$ cat config.mk
export PLATFORM = sky130hd
export DESIGN_NAME = emb_ext_bus
export DESIGN_NICKNAME = d
export VERILOG_FILES = /design/src/emb_pkg.sv /design/src/emb_tim_if.sv /design/src/emb_ext_bus.sv /design/src/emb_timing.sv
export SDC_FILE = /design/constraint.sdc
export NUM_CORES = 1
export LEC_CHECK = 0
export ABC_AREA = 1
export BUFFER_PORTS_ARGS = -buffer_cell sky130_fd_sc_hd__buf_2
export CORE_MARGIN = 2
export CORE_UTILIZATION = 49
export DETAILED_ROUTE_END_ITERATION = 8
export GPL_TIMING_DRIVEN = 0
export PLACE_DENSITY = 0.85
export SLEW_MARGIN = 10
export SYNTH_ARGS = -nofsm -noshare
export SYNTH_HDL_FRONTEND = slang
export SYNTH_SLANG_ARGS = --single-unit
export TNS_END_PERCENT = 50
$ cat constraint.sdc
create_clock -name clk_in -period 3.76 [get_ports clk_in]
set_clock_uncertainty 0.05 [all_clocks]
set_input_delay 0.564 -clock clk_in [delete_from_list [all_inputs] [get_ports clk_in]]
set_output_delay 0.564 -clock clk_in [all_outputs]
set_load 0.005 [all_outputs]
$ cat src/emb_pkg.sv
// Purpose: shared constants and types for the external memory bus strobe block
// Assumes: clk_in is the oscillator itself, 50 MHz, one machine cycle is 12 or 6 clocks
// Notes: a machine cycle is two halves, each half opens with one address slot except the second half of a data access
//
// Operation
// - reset only after two machine cycles high
// - address strobe at osc/6, osc/3 double-speed
// - no address strobe in the second half of data access cycles
// - software may stop address strobe, internal execution
// - fetch strobe twice per external fetch cycle
// - data access skips both fetch strobes
// - fetch strobe idle for internal fetches
// - select high: internal below 8000H, else external
// - select low: every fetch is external
// - third port functions need latch one, except two
// - third port bit order of secondary functions
// - synchronous serial: receive pin bidirectional, transmit clocks
// - latch one: pin pulled high, readable
// - low address and data multiplexed on port 0
// - high address on port 2 when wide
////////////////////////////////////////////////////////////////////////////////
package emb_pkg;
    // clocks per half machine cycle, each half carries one address strobe except the second half of a data access
    localparam logic [2:0] EMB_HALF_STD = 3'h6;
    localparam logic [2:0] EMB_HALF_X2 = 3'h3;
    // sub-phases 0 and 1 carry the address, strobes follow
    localparam logic [2:0] EMB_ADDR_SUBS = 3'h2;
    // reset pin must stay high this many half cycles (two machine cycles)
    localparam logic [4:0] EMB_RST_HALVES = 5'h04;
    // first program address served by external memory when select is high
    localparam logic [15:0] EMB_INT_LIMIT = 16'h8000;
    // third port bit positions of the secondary functions
    localparam int EMB_P3_RXD = 0;
    localparam int EMB_P3_TXD = 1;
    localparam int EMB_P3_IRQ0 = 2;
    localparam int EMB_P3_IRQ1 = 3;
    localparam int EMB_P3_T0 = 4;
    localparam int EMB_P3_T1 = 5;
    localparam int EMB_P3_WR = 6;
    localparam int EMB_P3_RD = 7;
    // functions that work whatever the latch holds
    localparam logic [7:0] EMB_P3_EXEMPT = 8'h42;
    // functions driven push-pull rather than quasi-bidirectional
    localparam logic [7:0] EMB_P3_STRONG = 8'hC0;

    typedef enum logic [1:0] {
        EMB_CYC_INT,
        EMB_CYC_FETCH,
        EMB_CYC_RD,
        EMB_CYC_WR
    } emb_cyc_t;
endpackage : emb_pkg

$ cat src/emb_tim_if.sv
// Purpose: machine cycle timing carried from the timing generator to the bus logic
// Assumes: all signals belong to clk_in
// Notes: sub and half come straight from flip-flops
////////////////////////////////////////////////////////////////////////////////
interface emb_tim_if;
    logic x2;        // double-speed mode
    logic core_rst;  // filtered device reset
    logic half;      // which half of the machine cycle
    logic mc_end;    // last clock of a machine cycle
    logic [2:0] sub; // clock within the half
    logic [2:0] hl;  // clocks per half

    modport gen (input x2, output core_rst, half, mc_end, sub, hl);
    modport use_p (output x2, input core_rst, half, mc_end, sub, hl);
endinterface : emb_tim_if

$ cat src/emb_ext_bus.sv
// Purpose: external memory bus strobes, port 0/2 multiplexing and third port functions
// Assumes: core presents requests at the last clock of each machine cycle
// Notes: a data access takes one whole machine cycle, address in the first half
////////////////////////////////////////////////////////////////////////////////
module emb_ext_bus (
    input wire logic clk_in,                      // oscillator clock, 50 MHz
    input wire logic sys_rst_in,                  // synchronous reset, active high
    input wire logic reset_pin_in,                // device reset pin
    input wire logic double_speed_mode_in,        // machine cycle of 6 clocks
    input wire logic external_fetch_select_in,    // high allows internal fetch
    input wire logic ale_off_in,                  // software stops address strobe while select is high
    input wire logic [15:0] pc_in,                // program counter of next cycle
    input wire logic movx_req_in,                 // next cycle is a data access
    input wire logic movx_wr_in,                  // data access is a write
    input wire logic movx_wide_in,                // 16-bit data address
    input wire logic [15:0] movx_addr_in,         // data address
    input wire logic [7:0] movx_wdata_in,         // write data
    input wire logic [7:0] p0_latch_in,           // port 0 latch
    input wire logic [7:0] p2_latch_in,           // port 2 latch
    input wire logic [7:0] p3_latch_in,           // port 3 latch
    input wire logic [1:0] p4_latch_in,           // port 4 latch
    input wire logic serial_tx_en_in,             // serial owns transmit pin
    input wire logic serial_tx_in,                // transmit data or shift clock
    input wire logic serial_sync_in,              // synchronous serial mode
    input wire logic serial_rx_drive_in,          // sync mode shifts data out
    input wire logic serial_rx_val_in,            // sync data bit out
    input wire logic [7:0] port0_in,              // port 0 pin levels
    output logic [7:0] port0_out,                 // port 0 drive value
    output logic [7:0] port0_oe_out,              // port 0 drive enable
    output logic [7:0] port2_out,                 // port 2 drive value
    output logic [7:0] port2_oe_out,              // port 2 drive enable
    input wire logic [7:0] third_port_pins_in,    // port 3 pin levels
    output logic [7:0] third_port_pins_out,       // port 3 drive value
    output logic [7:0] third_port_pins_oe_out,    // port 3 drive enable
    output logic [1:0] fourth_port_pins_out,      // port 4 drive value
    output logic [1:0] fourth_port_pins_oe_out,   // port 4 drive enable
    output logic ale_out,                         // address latch strobe
    output logic program_fetch_strobe_n_out,      // program fetch strobe, low active
    output logic core_rst_out,                    // filtered device reset
    output logic mc_end_out,                      // requests sampled this clock
    output logic [7:0] fetch_byte_out,            // fetched code byte
    output logic fetch_valid_out,                 // fetch byte pulse
    output logic [7:0] read_data_out,             // external data read byte
    output logic read_valid_out,                  // read byte pulse
    output logic [7:0] third_port_read_out,       // port 3 pin levels, registered
    output logic serial_rx_data_out,              // gated receive input
    output logic external_irq_zero_n_out,         // gated interrupt 0 input
    output logic external_irq_one_n_out,          // gated interrupt 1 input
    output logic timer_zero_count_input_out,      // gated timer 0 count
    output logic timer_one_count_input_out        // gated timer 1 count
);
    import emb_pkg::*;

    typedef struct packed {
        emb_cyc_t kind;
        logic [15:0] addr;
        logic [7:0] wdata;
        logic wide;
        logic [7:0] fbyte;
        logic [7:0] rdata;
        logic fvalid;
        logic rvalid;
        logic [7:0] p3_rd;
        logic [5:0] gated;
    } emb_bus_st_t;

    emb_tim_if tim ();
    emb_bus_st_t r;
    emb_bus_st_t n;
    logic ext_fetch;
    logic addr_ph;
    logic data_half;
    logic rd_act;
    logic wr_act;
    logic cap;
    logic [15:0] cur_addr;
    logic [7:0] alt_act;
    logic [7:0] alt_val;

    emb_timing u_timing (
        .clk_in(clk_in),
        .sys_rst_in(sys_rst_in),
        .reset_pin_in(reset_pin_in),
        .tim(tim)
    );

    assign tim.x2 = double_speed_mode_in;

    ////////////////////////////////////////////////////////////////////////////
    // cycle decode, fetch, read and write strobes from flip-flops only, ale_out also gated by ale_off_in and the select
    assign ext_fetch = !external_fetch_select_in || (pc_in >= EMB_INT_LIMIT);
    assign addr_ph = tim.sub < EMB_ADDR_SUBS;
    assign data_half = (r.kind == EMB_CYC_RD || r.kind == EMB_CYC_WR) && tim.half;
    assign cap = tim.sub >= tim.hl - 3'h1;
    // second fetch of a cycle takes the next code byte, a data access keeps its address
    assign cur_addr = r.addr + {15'h0000, tim.half && r.kind == EMB_CYC_FETCH};

    // one pulse per half unless in the second half of a data access or stopped by software, halves follow the mode length
    assign ale_out = !tim.core_rst && (tim.sub == 3'h0)
        && !data_half
        && !(ale_off_in && external_fetch_select_in);
    // active in the strobe part of both halves of an external fetch only
    assign program_fetch_strobe_n_out = !(r.kind == EMB_CYC_FETCH && !addr_ph);
    assign rd_act = (r.kind == EMB_CYC_RD) && tim.half && !addr_ph;
    assign wr_act = (r.kind == EMB_CYC_WR) && tim.half && !addr_ph;

    ////////////////////////////////////////////////////////////////////////////
    // port 0: address, then data or float, open drain when idle
    always_comb begin
        if (r.kind == EMB_CYC_INT) begin
            port0_out = 8'h00;
            port0_oe_out = ~p0_latch_in;
        end else if (addr_ph && !data_half) begin
            // held through sub-phase 1, past the strobe fall
            port0_out = cur_addr[7:0];
            port0_oe_out = 8'hFF;
        end else if (r.kind == EMB_CYC_WR && tim.half) begin
            port0_out = r.wdata;
            port0_oe_out = 8'hFF;
        end else begin
            port0_out = 8'h00;                            // memory owns the bus
            port0_oe_out = 8'h00;
        end
    end

    // port 2: high address when wide, else the latch as a quasi port
    always_comb begin
        if (r.kind != EMB_CYC_INT && r.wide) begin
            port2_out = cur_addr[15:8];
            port2_oe_out = 8'hFF;
        end else begin
            port2_out = p2_latch_in;
            port2_oe_out = ~p2_latch_in;
        end
    end

    ////////////////////////////////////////////////////////////////////////////
    // third port secondary outputs, bit order fixed
    always_comb begin
        alt_act = 8'h00;
        alt_val = 8'hFF;
        alt_act[EMB_P3_RXD] = serial_sync_in && serial_rx_drive_in;
        alt_val[EMB_P3_RXD] = serial_rx_val_in;
        alt_act[EMB_P3_TXD] = serial_tx_en_in;
        alt_val[EMB_P3_TXD] = serial_tx_in;
        alt_act[EMB_P3_WR] = r.kind == EMB_CYC_WR;
        alt_val[EMB_P3_WR] = !wr_act;
        alt_act[EMB_P3_RD] = r.kind == EMB_CYC_RD;
        alt_val[EMB_P3_RD] = !rd_act;
    end

    // only zero is driven on quasi pins, one is left to the pull-up
    for (genvar i = 0; i < 8; i++) begin : g_p3
        always_comb begin
            if (EMB_P3_EXEMPT[i]) begin
                third_port_pins_out[i] = alt_act[i] ? alt_val[i] : p3_latch_in[i];
            end else begin
                third_port_pins_out[i] = p3_latch_in[i] && (!alt_act[i] || alt_val[i]);
            end
            third_port_pins_oe_out[i] = !third_port_pins_out[i]
                || (alt_act[i] && EMB_P3_STRONG[i]);
        end
    end

    assign fourth_port_pins_out = p4_latch_in;
    assign fourth_port_pins_oe_out = ~p4_latch_in;

    ////////////////////////////////////////////////////////////////////////////
    // cycle choice, byte capture and gated input functions
    always_comb begin
        n = r;
        n.fvalid = 1'b0;
        n.rvalid = 1'b0;
        if (tim.mc_end) begin
            if (movx_req_in) begin
                n.kind = movx_wr_in ? EMB_CYC_WR : EMB_CYC_RD;
                n.addr = movx_addr_in;
                n.wide = movx_wide_in;
            end else begin
                n.kind = ext_fetch ? EMB_CYC_FETCH : EMB_CYC_INT;
                n.addr = pc_in;
                n.wide = 1'b1;
            end
            n.wdata = movx_wdata_in;
        end
        // sample while the strobe is still active, memory drives then
        if (cap && r.kind == EMB_CYC_FETCH) begin
            n.fbyte = port0_in;
            n.fvalid = 1'b1;
        end
        if (cap && rd_act) begin
            n.rdata = port0_in;
            n.rvalid = 1'b1;
        end
        n.p3_rd = third_port_pins_in;
        // inputs with latch zero read as idle
        n.gated[0] = !p3_latch_in[EMB_P3_RXD] || third_port_pins_in[EMB_P3_RXD];
        n.gated[1] = !p3_latch_in[EMB_P3_IRQ0] || third_port_pins_in[EMB_P3_IRQ0];
        n.gated[2] = !p3_latch_in[EMB_P3_IRQ1] || third_port_pins_in[EMB_P3_IRQ1];
        n.gated[3] = p3_latch_in[EMB_P3_T0] && third_port_pins_in[EMB_P3_T0];
        n.gated[4] = p3_latch_in[EMB_P3_T1] && third_port_pins_in[EMB_P3_T1];
        n.gated[5] = 1'b0;
    end

    // the filtered reset clears the bus state like the system reset
    always_ff @(posedge clk_in) begin
        if (sys_rst_in || tim.core_rst) begin
            r <= '{kind: EMB_CYC_INT, addr: 16'h0000, wdata: 8'h00, wide: 1'b0,
                fbyte: 8'h00, rdata: 8'h00, fvalid: 1'b0, rvalid: 1'b0,
                p3_rd: 8'hFF, gated: 6'h07};
        end else begin
            r <= n;
        end
    end

    assign core_rst_out = tim.core_rst;
    assign mc_end_out = tim.mc_end;
    assign fetch_byte_out = r.fbyte;
    assign fetch_valid_out = r.fvalid;
    assign read_data_out = r.rdata;
    assign read_valid_out = r.rvalid;
    assign third_port_read_out = r.p3_rd;
    assign serial_rx_data_out = r.gated[0];
    assign external_irq_zero_n_out = r.gated[1];
    assign external_irq_one_n_out = r.gated[2];
    assign timer_zero_count_input_out = r.gated[3];
    assign timer_one_count_input_out = r.gated[4];
endmodule : emb_ext_bus

$ cat src/emb_timing.sv
// Purpose: machine cycle phase counter and reset pin filter
// Assumes: reset pin is synchronous to clk_in
// Notes: a switch to double speed past sub-phase 2 wraps the half at once
////////////////////////////////////////////////////////////////////////////////
module emb_timing (
    input wire logic clk_in,       // oscillator clock
    input wire logic sys_rst_in,   // synchronous reset, active high
    input wire logic reset_pin_in, // device reset pin level
    emb_tim_if.gen tim             // timing to the bus logic
);
    import emb_pkg::*;

    typedef struct packed {
        logic [2:0] sub;
        logic half;
        logic [4:0] rcnt;
        logic core_rst;
    } emb_tim_st_t;

    emb_tim_st_t r;
    emb_tim_st_t n;
    logic [2:0] hl;
    logic [4:0] thr;

    assign hl = tim.x2 ? EMB_HALF_X2 : EMB_HALF_STD;
    // threshold in clocks follows the current machine cycle length
    assign thr = 5'(hl) * EMB_RST_HALVES;

    ////////////////////////////////////////////////////////////////////////////
    // phase walk and reset filter
    always_comb begin
        n = r;
        if (r.sub >= hl - 3'h1) begin
            n.sub = 3'h0;
            n.half = !r.half;
        end else begin
            n.sub = r.sub + 3'h1;
        end
        // a low pin clears the count, short pulses never reach threshold
        if (!reset_pin_in) begin
            n.rcnt = 5'h00;
        end else if (r.rcnt < thr) begin
            n.rcnt = r.rcnt + 5'h01;
        end
        n.core_rst = reset_pin_in && (n.rcnt >= thr);
    end

    always_ff @(posedge clk_in) begin
        if (sys_rst_in) begin
            r <= '{sub: 3'h0, half: 1'b0, rcnt: 5'h00, core_rst: 1'b1};
        end else begin
            r <= n;
        end
    end

    assign tim.sub = r.sub;
    assign tim.half = r.half;
    assign tim.hl = hl;
    assign tim.core_rst = r.core_rst;
    assign tim.mc_end = r.half && (r.sub >= hl - 3'h1);
endmodule : emb_timing

==> reports/results.ini, run 1 <==
[route]
wl_microns = 9814
wl_met3_microns = 618
drc = 0
vias = 3887
highest_layer = met4
wire_per_inst_microns = 12.28
drt-met1-wl_microns = 4032
wl_met2_microns = 4898
firstDrtPassIters = 5
drt_first_iter_violations = 187
drtAntennaViolNets = 0
via_per_inst = 4.865

[floorplanning]
num_rows = 31
start_util = 0.4982
ios = 183
die_area_sq_um = 7994
dieWidth_microns = 89.41
core_area_sq_um = 7176
fp.dieH_microns = 89.41

[final_layout]
drive_gt1_frac = 0.3629
nNetsFinal = 802
antenna_cells = 0
regArea_sq_um = 1361
layout.cells.non_filler = 799
multi_input_area_sq_um = 1694
area.growth.synth_to_final_pct = 35.28
fillCellCount = 589

[sta]
setup_violations = 0
finalSetupTns_ns = 0
hold_ws_ns = 0.3475
rsz0062_at_grt = no
finalHoldViolCount = 0
clock.fmax_mhz = 317.7
maxSlewHeadroom = 0.6406
min_period_over_period = 0.8371
slew_viol_final = 0
period_needed_ns = 3.147
setup_ws_ns = 0.6126
max_slew.worst_pin.slew_ns = 0.5371

[clock_network]
cts_root_buffer = clkbuf_8
numCtsBuffers = 9
insertion_delay_ns = 0.35
cts_tree = yes
cts.path.max_buffers = 2
postCtsSetupBuffers = 0
ctsResizeCount = 0
clkTransAtPathRegs_ns = 0.07
cts_sinks = 68
htreeDepth = 3
postCtsHoldBufs = 0

[global_route]
antenna_found_initial = 0
grt_max_degree = 12
grt_use_total = 0.2389
grt_pass1_vias = 3383
overflow = 0
grt_pass1_wl_microns = 14710

[synth]
synth_nets = 611
yosysWarnings = 0
synth_area_leader_cell = dfxtp_1
synthCells = 504
ys_seq_elements = 68
avgSynthCellArea_sq_um = 7.093
synth.most_common_cell = nand2_1
syn_area_sq_um = 3575
synth_ff_type = dfxtp_1
ys_top_cells_by_area = dfxtp_1 (38%), nand2_1 (11%), nor2_1 (7.1%)
synth_edf_count = 0
seq_area_frac_synth = 0.3808
synth-async-reset-ratio = 0
yosys-top-cells-count = nand2_1 (103), dfxtp_1 (68), nor2_1 (68), inv_1 (52), o21ai_0 (47)
yosysTopAreaCellShare = 0.3808
synthDistinctLibCells = 36

[placed_design]
port_buffers = 180
place_ws_ns = 1.024
hpwl_microns = 7672
place_inst = 783
gp_congestion = 0.8454

[critical_path]
worstSetupPathType = flip-flop to output port
cpPeakStageDelay_ns = 0.42
timing.critical_path.buf_inv = 2
crit_chain = inv_1 -> nor3_1 -> ha_1 -> ha_1 -> nand3_2 -> nor2_2 -> nand3_2 -> nor2_2 -> nand2_1 -> o21bai_1 -> o211ai_1 -> nand2_1 -> buf_2
critPathSlowestCell = dfxtp_1
cp_max_fo = 4
path_delay_family = simple AND/OR/NAND/NOR gates
cp-end-kind = output port
startpoint_type = flip-flop
worstPathArrival_ns = 2.53
crit_required_ns = 3.15

[worst_hold_path]
hold_path.class = input port to flip-flop

[power_and_ir_drop]
p_per_area_nw_per_um2 = 374.4
p_leak_nw = 2.454
finalPower_w = 0.001811
irDropWorstVdd_mv = 0.2921

[run_status]
status = complete, no violations

[flow_run]
cap_violations = 0

[per-stage QoR]
step | area (sq um) | utilization
floorplan | 3575 | -
global placement | 4599 | 0.6410
detailed placement | 4599 | 0.6410
CTS | 4836 | 0.6739
global route | 4836 | 0.6739
finish | 4836 | 0.6739
[power by group]
group          leakage (nW)  total (W)  switching, W  internal, W
Combinational          1.79   0.000324      0.000179     0.000145
Sequential            0.552   0.000781     0.0000291     0.000752
Clock                 0.116   0.000706      0.000278     0.000428
[flip-flops by register name, summed over array words and instances, names as in the netlist]
signal                      count
u_timing.tim.sub                3
read_data_out                   8
u_timing.tim.core_rst           1
timer_one_count_input_out       1
serial_rx_data_out              1
timer_zero_count_input_out      1
third_port_read_out             8
u_timing.r                      5
r                              27
fetch_byte_out                  8
external_irq_one_n_out          1
fetch_valid_out                 1
read_valid_out                  1
u_timing.tim.half               1
external_irq_zero_n_out         1
[worst paths after layout]
| check | start | endpoint | slack, ns | depth (start not counted) |
|---|---|---|---|---|
| min reg2reg | r[37] | r[37] | 0.40 | 2 |
| max | u_timing.tim.half | port2_out[4] | 0.61 | 13 |
| min | third_port_pins_in[7] | third_port_read_out[7] | 0.35 | 2 |
| max reg2reg | u_timing.r[5] | u_timing.tim.core_rst | 1.52 | 16 |
[area by class of cell]
cell class | instances | area share
plain buffers | 45 | 0.06391
clock buffers | 13 | 0.03493
clock inverters | 3 | 0.01397
inverters | 56 | 0.04347
multi-input cells | 335 | 0.3503
flip-flops and latches | 68 | 0.2815
well taps | 99 | 0.02561
repair buffers | 180 | 0.1863
[cells by family (layout without fill, tap and decap cells)]
| group | Yosys count | count (layout) | share of synthesized area |
|---|---|---|---|
| xor+xnor | 7 | 7 | 0.01715 |
| fa+ha+maj | 11 | 11 | 0.03850 |
| simple gates | 216 | 216 | 0.2601 |
| buf+inv | 101 | 297 | 0.1453 |
| flops | 68 | 68 | 0.3808 |
| compound gates | 101 | 101 | 0.1582 |
[cells in the final DEF (no fill, tap or decap), drive strengths merged, types with 2 or more instances in the layout]
cell type	n
buf	220
nand2	105
nor2	71
dfxtp	68
o21ai	66
inv	54
nand3	19
clkbuf	18
a31oi	16
a21oi	11
ha	11
nor3	9
xnor2	4
or2	4
xor2	3
o211ai	3
nand3b	2
o21bai	2
clkinv	2
a22o	2
nor3b	2
nand4	2
bufinv	2
[routing by layer]
metal	GRT usage	vias up
met5	0	-
met4	0.1126	0
met3	0.04340	25
met2	0.4148	158
met1	0.2846	1722
li1	-	1982
No activity file was read; power rests on OpenSTA's default activity.
==> inputs of run 2 (changes only) <==
CORE_UTILIZATION = 41   (was 49)
PLACE_DENSITY = 0.76   (was 0.85)
clock period = 2.8 ns   (was 3.76 ns; I/O delays follow)
==> run 2 against run 1 <==
Against the previous run: clock-buffer cell count fell by 1; register-to-register slack got worse by 0.91 ns; sequential cell count did not move; hold slack worse by 0.13 ns; routed wire length grew 2.2%; final cell count is 1.4% higher; total power rose by 23%; first-iteration DRC count fell by 41%; sequential power grew 34%; critical path depth fell by 1.
==> reports/results.ini, run 2 (synthesized netlist as in run 1, its figures left out) <==
[critical_path]
critPathLaunch = r[57]
cpPeakStageDelay_ns = 0.38
cp_max_fo = 4
r2r-start = u_timing.r[5]
worstSetupPathType = flip-flop to output port
worst-r2r-setup-slack_ns = 0.61
worstPathArrival_ns = 2.27
crit_required_ns = 2.33
critPathSlowestCell = dfxtp_4
timing.critical_path.buf_inv = 3
crit_chain = inv_4 -> nor3_4 -> ha_4 -> ha_4 -> nand3_4 -> nor2_4 -> nand3_4 -> buf_4 -> nor3_2 -> xnor2_1 -> o21ai_1 -> buf_2
r2r_end = u_timing.tim.core_rst
cp-end-kind = output port
cp_num_cells = 12
crit_end = port2_out[6]
startpoint_type = flip-flop
reg2reg_depth = 16
path_delay_family = simple AND/OR/NAND/NOR gates

[route]
via_per_inst = 4.796
drtAntennaViolNets = 0
vias = 3885
drc = 0
wire_per_inst_microns = 12.38
wl_microns = 10030
drt_first_iter_violations = 111
firstDrtPassIters = 5

[power_and_ir_drop]
p_per_area_nw_per_um2 = 453.9
pwr-share-seq = 0.471
p_leak_nw = 2.456
irDropWorstVdd_mv = 0.2214
power_frac_comb = 0.200
power_frac_clock = 0.329
switching_share = 0.2866
finalPower_w = 0.002230
intPower_w = 0.001591
switching_power_w = 0.0006393

[floorplanning]
fp.dieH_microns = 97.38
core_area_sq_um = 8593
ios = 183
num_rows = 34
start_util = 0.4160
die_area_sq_um = 9482
dieWidth_microns = 97.38

[final_layout]
drive_gt1_frac = 0.3832
area.growth.synth_to_final_pct = 37.45
layout_common_cells = buf_2 (187), nand2_1 (101), nor2_1 (68)
largest_register_ffs = 27
top_register = r
antenna_cells = 0
nNetsFinal = 806
final_common_cell = buf_2

[placed_design]
port_buffers = 180
hpwl_microns = 7827
gp_congestion = 0.8837

[clock_network]
insertion_delay_ns = 0.34
cts.path.max_buffers = 2
cts_root_buffer = clkbuf_8
numCtsBuffers = 9
htreeDepth = 3
cts_tree = yes
cts_sinks = 68
clkTransAtPathRegs_ns = 0.07

[global_route]
antenna_found_initial = 0
overflow = 0
grt_pass1_vias = 3480
grt_use_total = 0.2001
grt_max_degree = 11
grt_pass1_wl_microns = 15500

[sta]
min_period_over_period = 0.9782
setup_violations = 0
rsz0062_at_grt = yes
finalHoldViolCount = 0
max_slew.worst_pin.slew_ns = 0.5678
period_needed_ns = 2.739
slew_viol_final = 0
clock.fmax_mhz = 365.1
maxSlewHeadroom = 0.6201
hold_ws_ns = 0.2174

[run_status]
status = complete, no violations

[flow_run]
cap_violations = 0

[worst_hold_path]
hold_path.class = input port to flip-flop

==> run 2: changes by cell type in the layout (fill, tap and decap cells not counted), sizes merged <==
cell	before	now
buf	220	224
bufinv	2	0
clkbuf	18	17
clkinv	2	3
clkinvlp	1	0
inv	54	55
==> run 2: worst min-delay path by stage <==
| stage | endpoint | slack (ns) | from | cells past startpoint |
|---|---|---|---|---|
| 6_report | third_port_read_out[7] | 0.22 | third_port_pins_in[7] | 2 |
| 5_1_grt | third_port_read_out[7] | 0.22 | third_port_pins_in[7] | 2 |
| 4_1_cts | third_port_read_out[7] | 0.21 | third_port_pins_in[7] | 2 |
| 3_5_place_dp | r[37] | 0.40 | r[37] | 2 |
| 3_3_place_gp | r[36] | 0.39 | r[36] | 2 |
| 2_1_floorplan | r[36] | 0.37 | r[36] | 2 |
==> run 2: layer usage <==
| metal | vias to the layer above | GRT usage | wire length, microns |
|---|---|---|---|
| met5 | - | 0 | 0 |
| met4 | 0 | 0.06944 | 134 |
| met3 | 11 | 0.03525 | 677 |
| met2 | 145 | 0.3623 | 4921 |
| met1 | 1739 | 0.2370 | 4295 |
| li1 | 1990 | - | - |
==> run 2: layout make-up <==
cell class	count	area (sq um)
fillers	848	3680
multi-input cells	335	1779
flip-flops and latches	68	1368
repair buffers	184	934.6
plain buffers	45	309.0
inverters	56	212.7
clock buffers	12	165.2
well taps	108	135.1
clock inverters	2	10.01
==> run 2: what timing repair did <==
item / 4_1_cts / 5_1_grt
setup endpoints to repair: 4 / 7
gates resized for setup: 8 / 16
hold buffers: 0 / 0
buffers inserted: 1 / 3
pin swaps: 2 / 7
==> run 2: power groups by stage <==
stage | combinational [W] | clock (W) | sequential (W)
3_5_place_dp | 0.000437 | 0 | 0.00107
4_1_cts | 0.000441 | 0.000752 | 0.00105
6_report | 0.000445 | 0.000734 | 0.00105
2_1_floorplan | 0.000254 | 0 | 0.00106
3_3_place_gp | 0.000424 | 0 | 0.00106
5_1_grt | 0.000500 | 0.000786 | 0.00106
==> run 2: through the flow <==
stage          cells  utilization  TNS [ns]  worst slack, ns  cell area (sq um)
2_1_floorplan    504            -         0           0.5656               3575
3_3_place_gp     792       0.5365         0           0.2620               4611
3_5_place_dp     792       0.5365         0           0.2255               4611
4_1_cts          807       0.5619         0         0.005583               4828
5_1_grt          810       0.5718   -0.1570         -0.05185               4913
6_report         810       0.5718         0          0.06112               4913
==> inputs of run 3 (changes only) <==
clock period = 2.23 ns   (was 2.8 ns; I/O delays follow)
==> run 3 against run 2 <==
Against the previous run: first-iteration DRC count fell by 11%; die area did not move; clock-buffer cell count did not move; combinational power rose by 36%; the flow now finishes with violations (negative setup slack); sequential power rose by 25%; critical endpoint is now port2_out[4]; critical path depth rose by 1.
==> reports/results.ini, run 3 (synthesized netlist as in run 1, its figures left out) <==
[run_status]
status = complete, but fails checks
violations = negative setup slack

[critical_path]
timing.critical_path.buf_inv = 2
cpPeakStageDelay_ns = 0.34
worstSetupPathType = flip-flop to output port
crit_required_ns = 1.85
cp-end-kind = output port
path_delay_family = simple AND/OR/NAND/NOR gates
startpoint_type = flip-flop
critPathSlowestCell = dfxtp_2
cp_max_fo = 4
worstPathArrival_ns = 2.21
crit_chain = inv_2 -> nor3_2 -> ha_2 -> ha_4 -> nand3_4 -> nor2_4 -> nand3_4 -> nor2_4 -> nand2_2 -> o21bai_1 -> o211ai_1 -> nand2_1 -> buf_2

[final_layout]
top_register = r
nNetsFinal = 811
drive_gt1_frac = 0.4045
final_common_cell = buf_2
area.growth.synth_to_final_pct = 39.66
layout_common_cells = buf_2 (185), nand2_1 (97), dfxtp_1 (65)
largest_register_ffs = 27
antenna_cells = 0

[route]
drtAntennaViolNets = 0
wire_per_inst_microns = 12.52
drt_first_iter_violations = 99
via_per_inst = 4.787
firstDrtPassIters = 4
drc = 0
vias = 3901
wl_microns = 10210

[sta]
maxSlewHeadroom = 0.6986
min_period_over_period = 1.164
finalHoldViolCount = 0
period_needed_ns = 2.595
rsz0062_at_grt = yes
setup_violations = 12
slew_viol_final = 0
setup_ws_ns = -0.3650
max_slew.worst_pin.slew_ns = 0.4521
clock.fmax_mhz = 385.4
hold_ws_ns = 0.1289
finalSetupTns_ns = -3.059

[power_and_ir_drop]
power_frac_clock = 0.324
irDropWorstVdd_mv = 0.2711
pwr-share-seq = 0.463
p_per_area_nw_per_um2 = 569.2
switching_share = 0.2892
power_frac_comb = 0.213
p_leak_nw = 2.483
switching_power_w = 0.0008218
intPower_w = 0.002020

[placed_design]
gp_congestion = 0.8837
hpwl_microns = 7827
port_buffers = 180

[floorplanning]
die_area_sq_um = 9482
dieWidth_microns = 97.38
core_area_sq_um = 8593
start_util = 0.4160
num_rows = 34
fp.dieH_microns = 97.38
ios = 183

[clock_network]
cts_sinks = 68
cts.path.max_buffers = 2
numCtsBuffers = 9
htreeDepth = 3
insertion_delay_ns = 0.34
postCtsHoldBufs = 0
clkTransAtPathRegs_ns = 0.07
cts_root_buffer = clkbuf_8
cts_tree = yes

[global_route]
overflow = 0
grt_pass1_vias = 3554
grt_use_total = 0.2050
grt_max_degree = 17
grt_use_met1 = 0.2410
antenna_found_initial = 0
grt_pass1_wl_microns = 15860
grt-busiest-layer = met2
met2_usage = 0.3756
use_met3 = 0.03525

[flow_run]
cap_violations = 0

[worst_hold_path]
hold_path.class = input port to flip-flop

## run 3: changes by cell type in the layout (fill, tap and decap cells not counted), sizes merged
cell,previous run,this run
clkbuf,17,18
clkinv,3,4
buf,224,228
inv,55,54
## run 3: worst paths after layout
check / from / endpoint / slack, ns / cells after the start
worst max-delay path: u_timing.tim.half / port2_out[4] / -0.36 / 13
worst min-delay path: third_port_pins_in[7] / third_port_read_out[7] / 0.13 / 2
worst max register to register: u_timing.r[5] / u_timing.tim.core_rst / 0.18 / 16
worst min register to register: u_timing.tim.sub[0] / u_timing.tim.sub[0] / 0.41 / 1
## run 3: layout make-up
cell class                      count  area [sq um]
Fill cell                         839          3601
Multi-Input combinational cell    335          1812
Sequential cell                    68          1370
Timing Repair Buffer              190         975.9
Buffer                             44         306.5
Inverter                           56         217.7
Clock buffer                       12         165.2
Tap cell                          108         135.1
Clock inverter                      2         10.01
## run 3: power by group through the flow
stage | combinational [W] | sequential [W] | clock [W]
finish | 0.000606 | 0.00131 | 0.000921
global route | 0.000674 | 0.00132 | 0.000987
CTS | 0.000580 | 0.00131 | 0.000944
detailed placement | 0.000549 | 0.00134 | 0
global placement | 0.000532 | 0.00134 | 0
floorplan | 0.000319 | 0.00133 | 0
## run 3: routing by layer
layer,part of all wire,vias up
met5,0,-
met2,0.49,130
met1,0.44,1765
met3,0.058,8
met4,0.012,0
li1,-,1998
## run 3: metrics by stage
step                      area [sq um]  std cells    util  total power [W]  worst slack (ns)
final                             4992        815  0.5810         0.002841           -0.3650
after global routing              4992        815  0.5810         0.002980           -0.5154
after CTS                         4906        813  0.5709         0.002834           -0.3920
after detailed placement          4611        792  0.5365         0.001887           -0.2590
after global placement            4611        792  0.5365         0.001868           -0.2225
after floorplan                   3575        504       -         0.001647           0.08106
## run 3: repair_timing
| item | in CTS | in global routing |
|---|---|---|
| setup buffers | 8 | 2 |
| resized for setup | 21 | 24 |
| pin swaps | 5 | 6 |
| setup endpoints to repair | 24 | 31 |
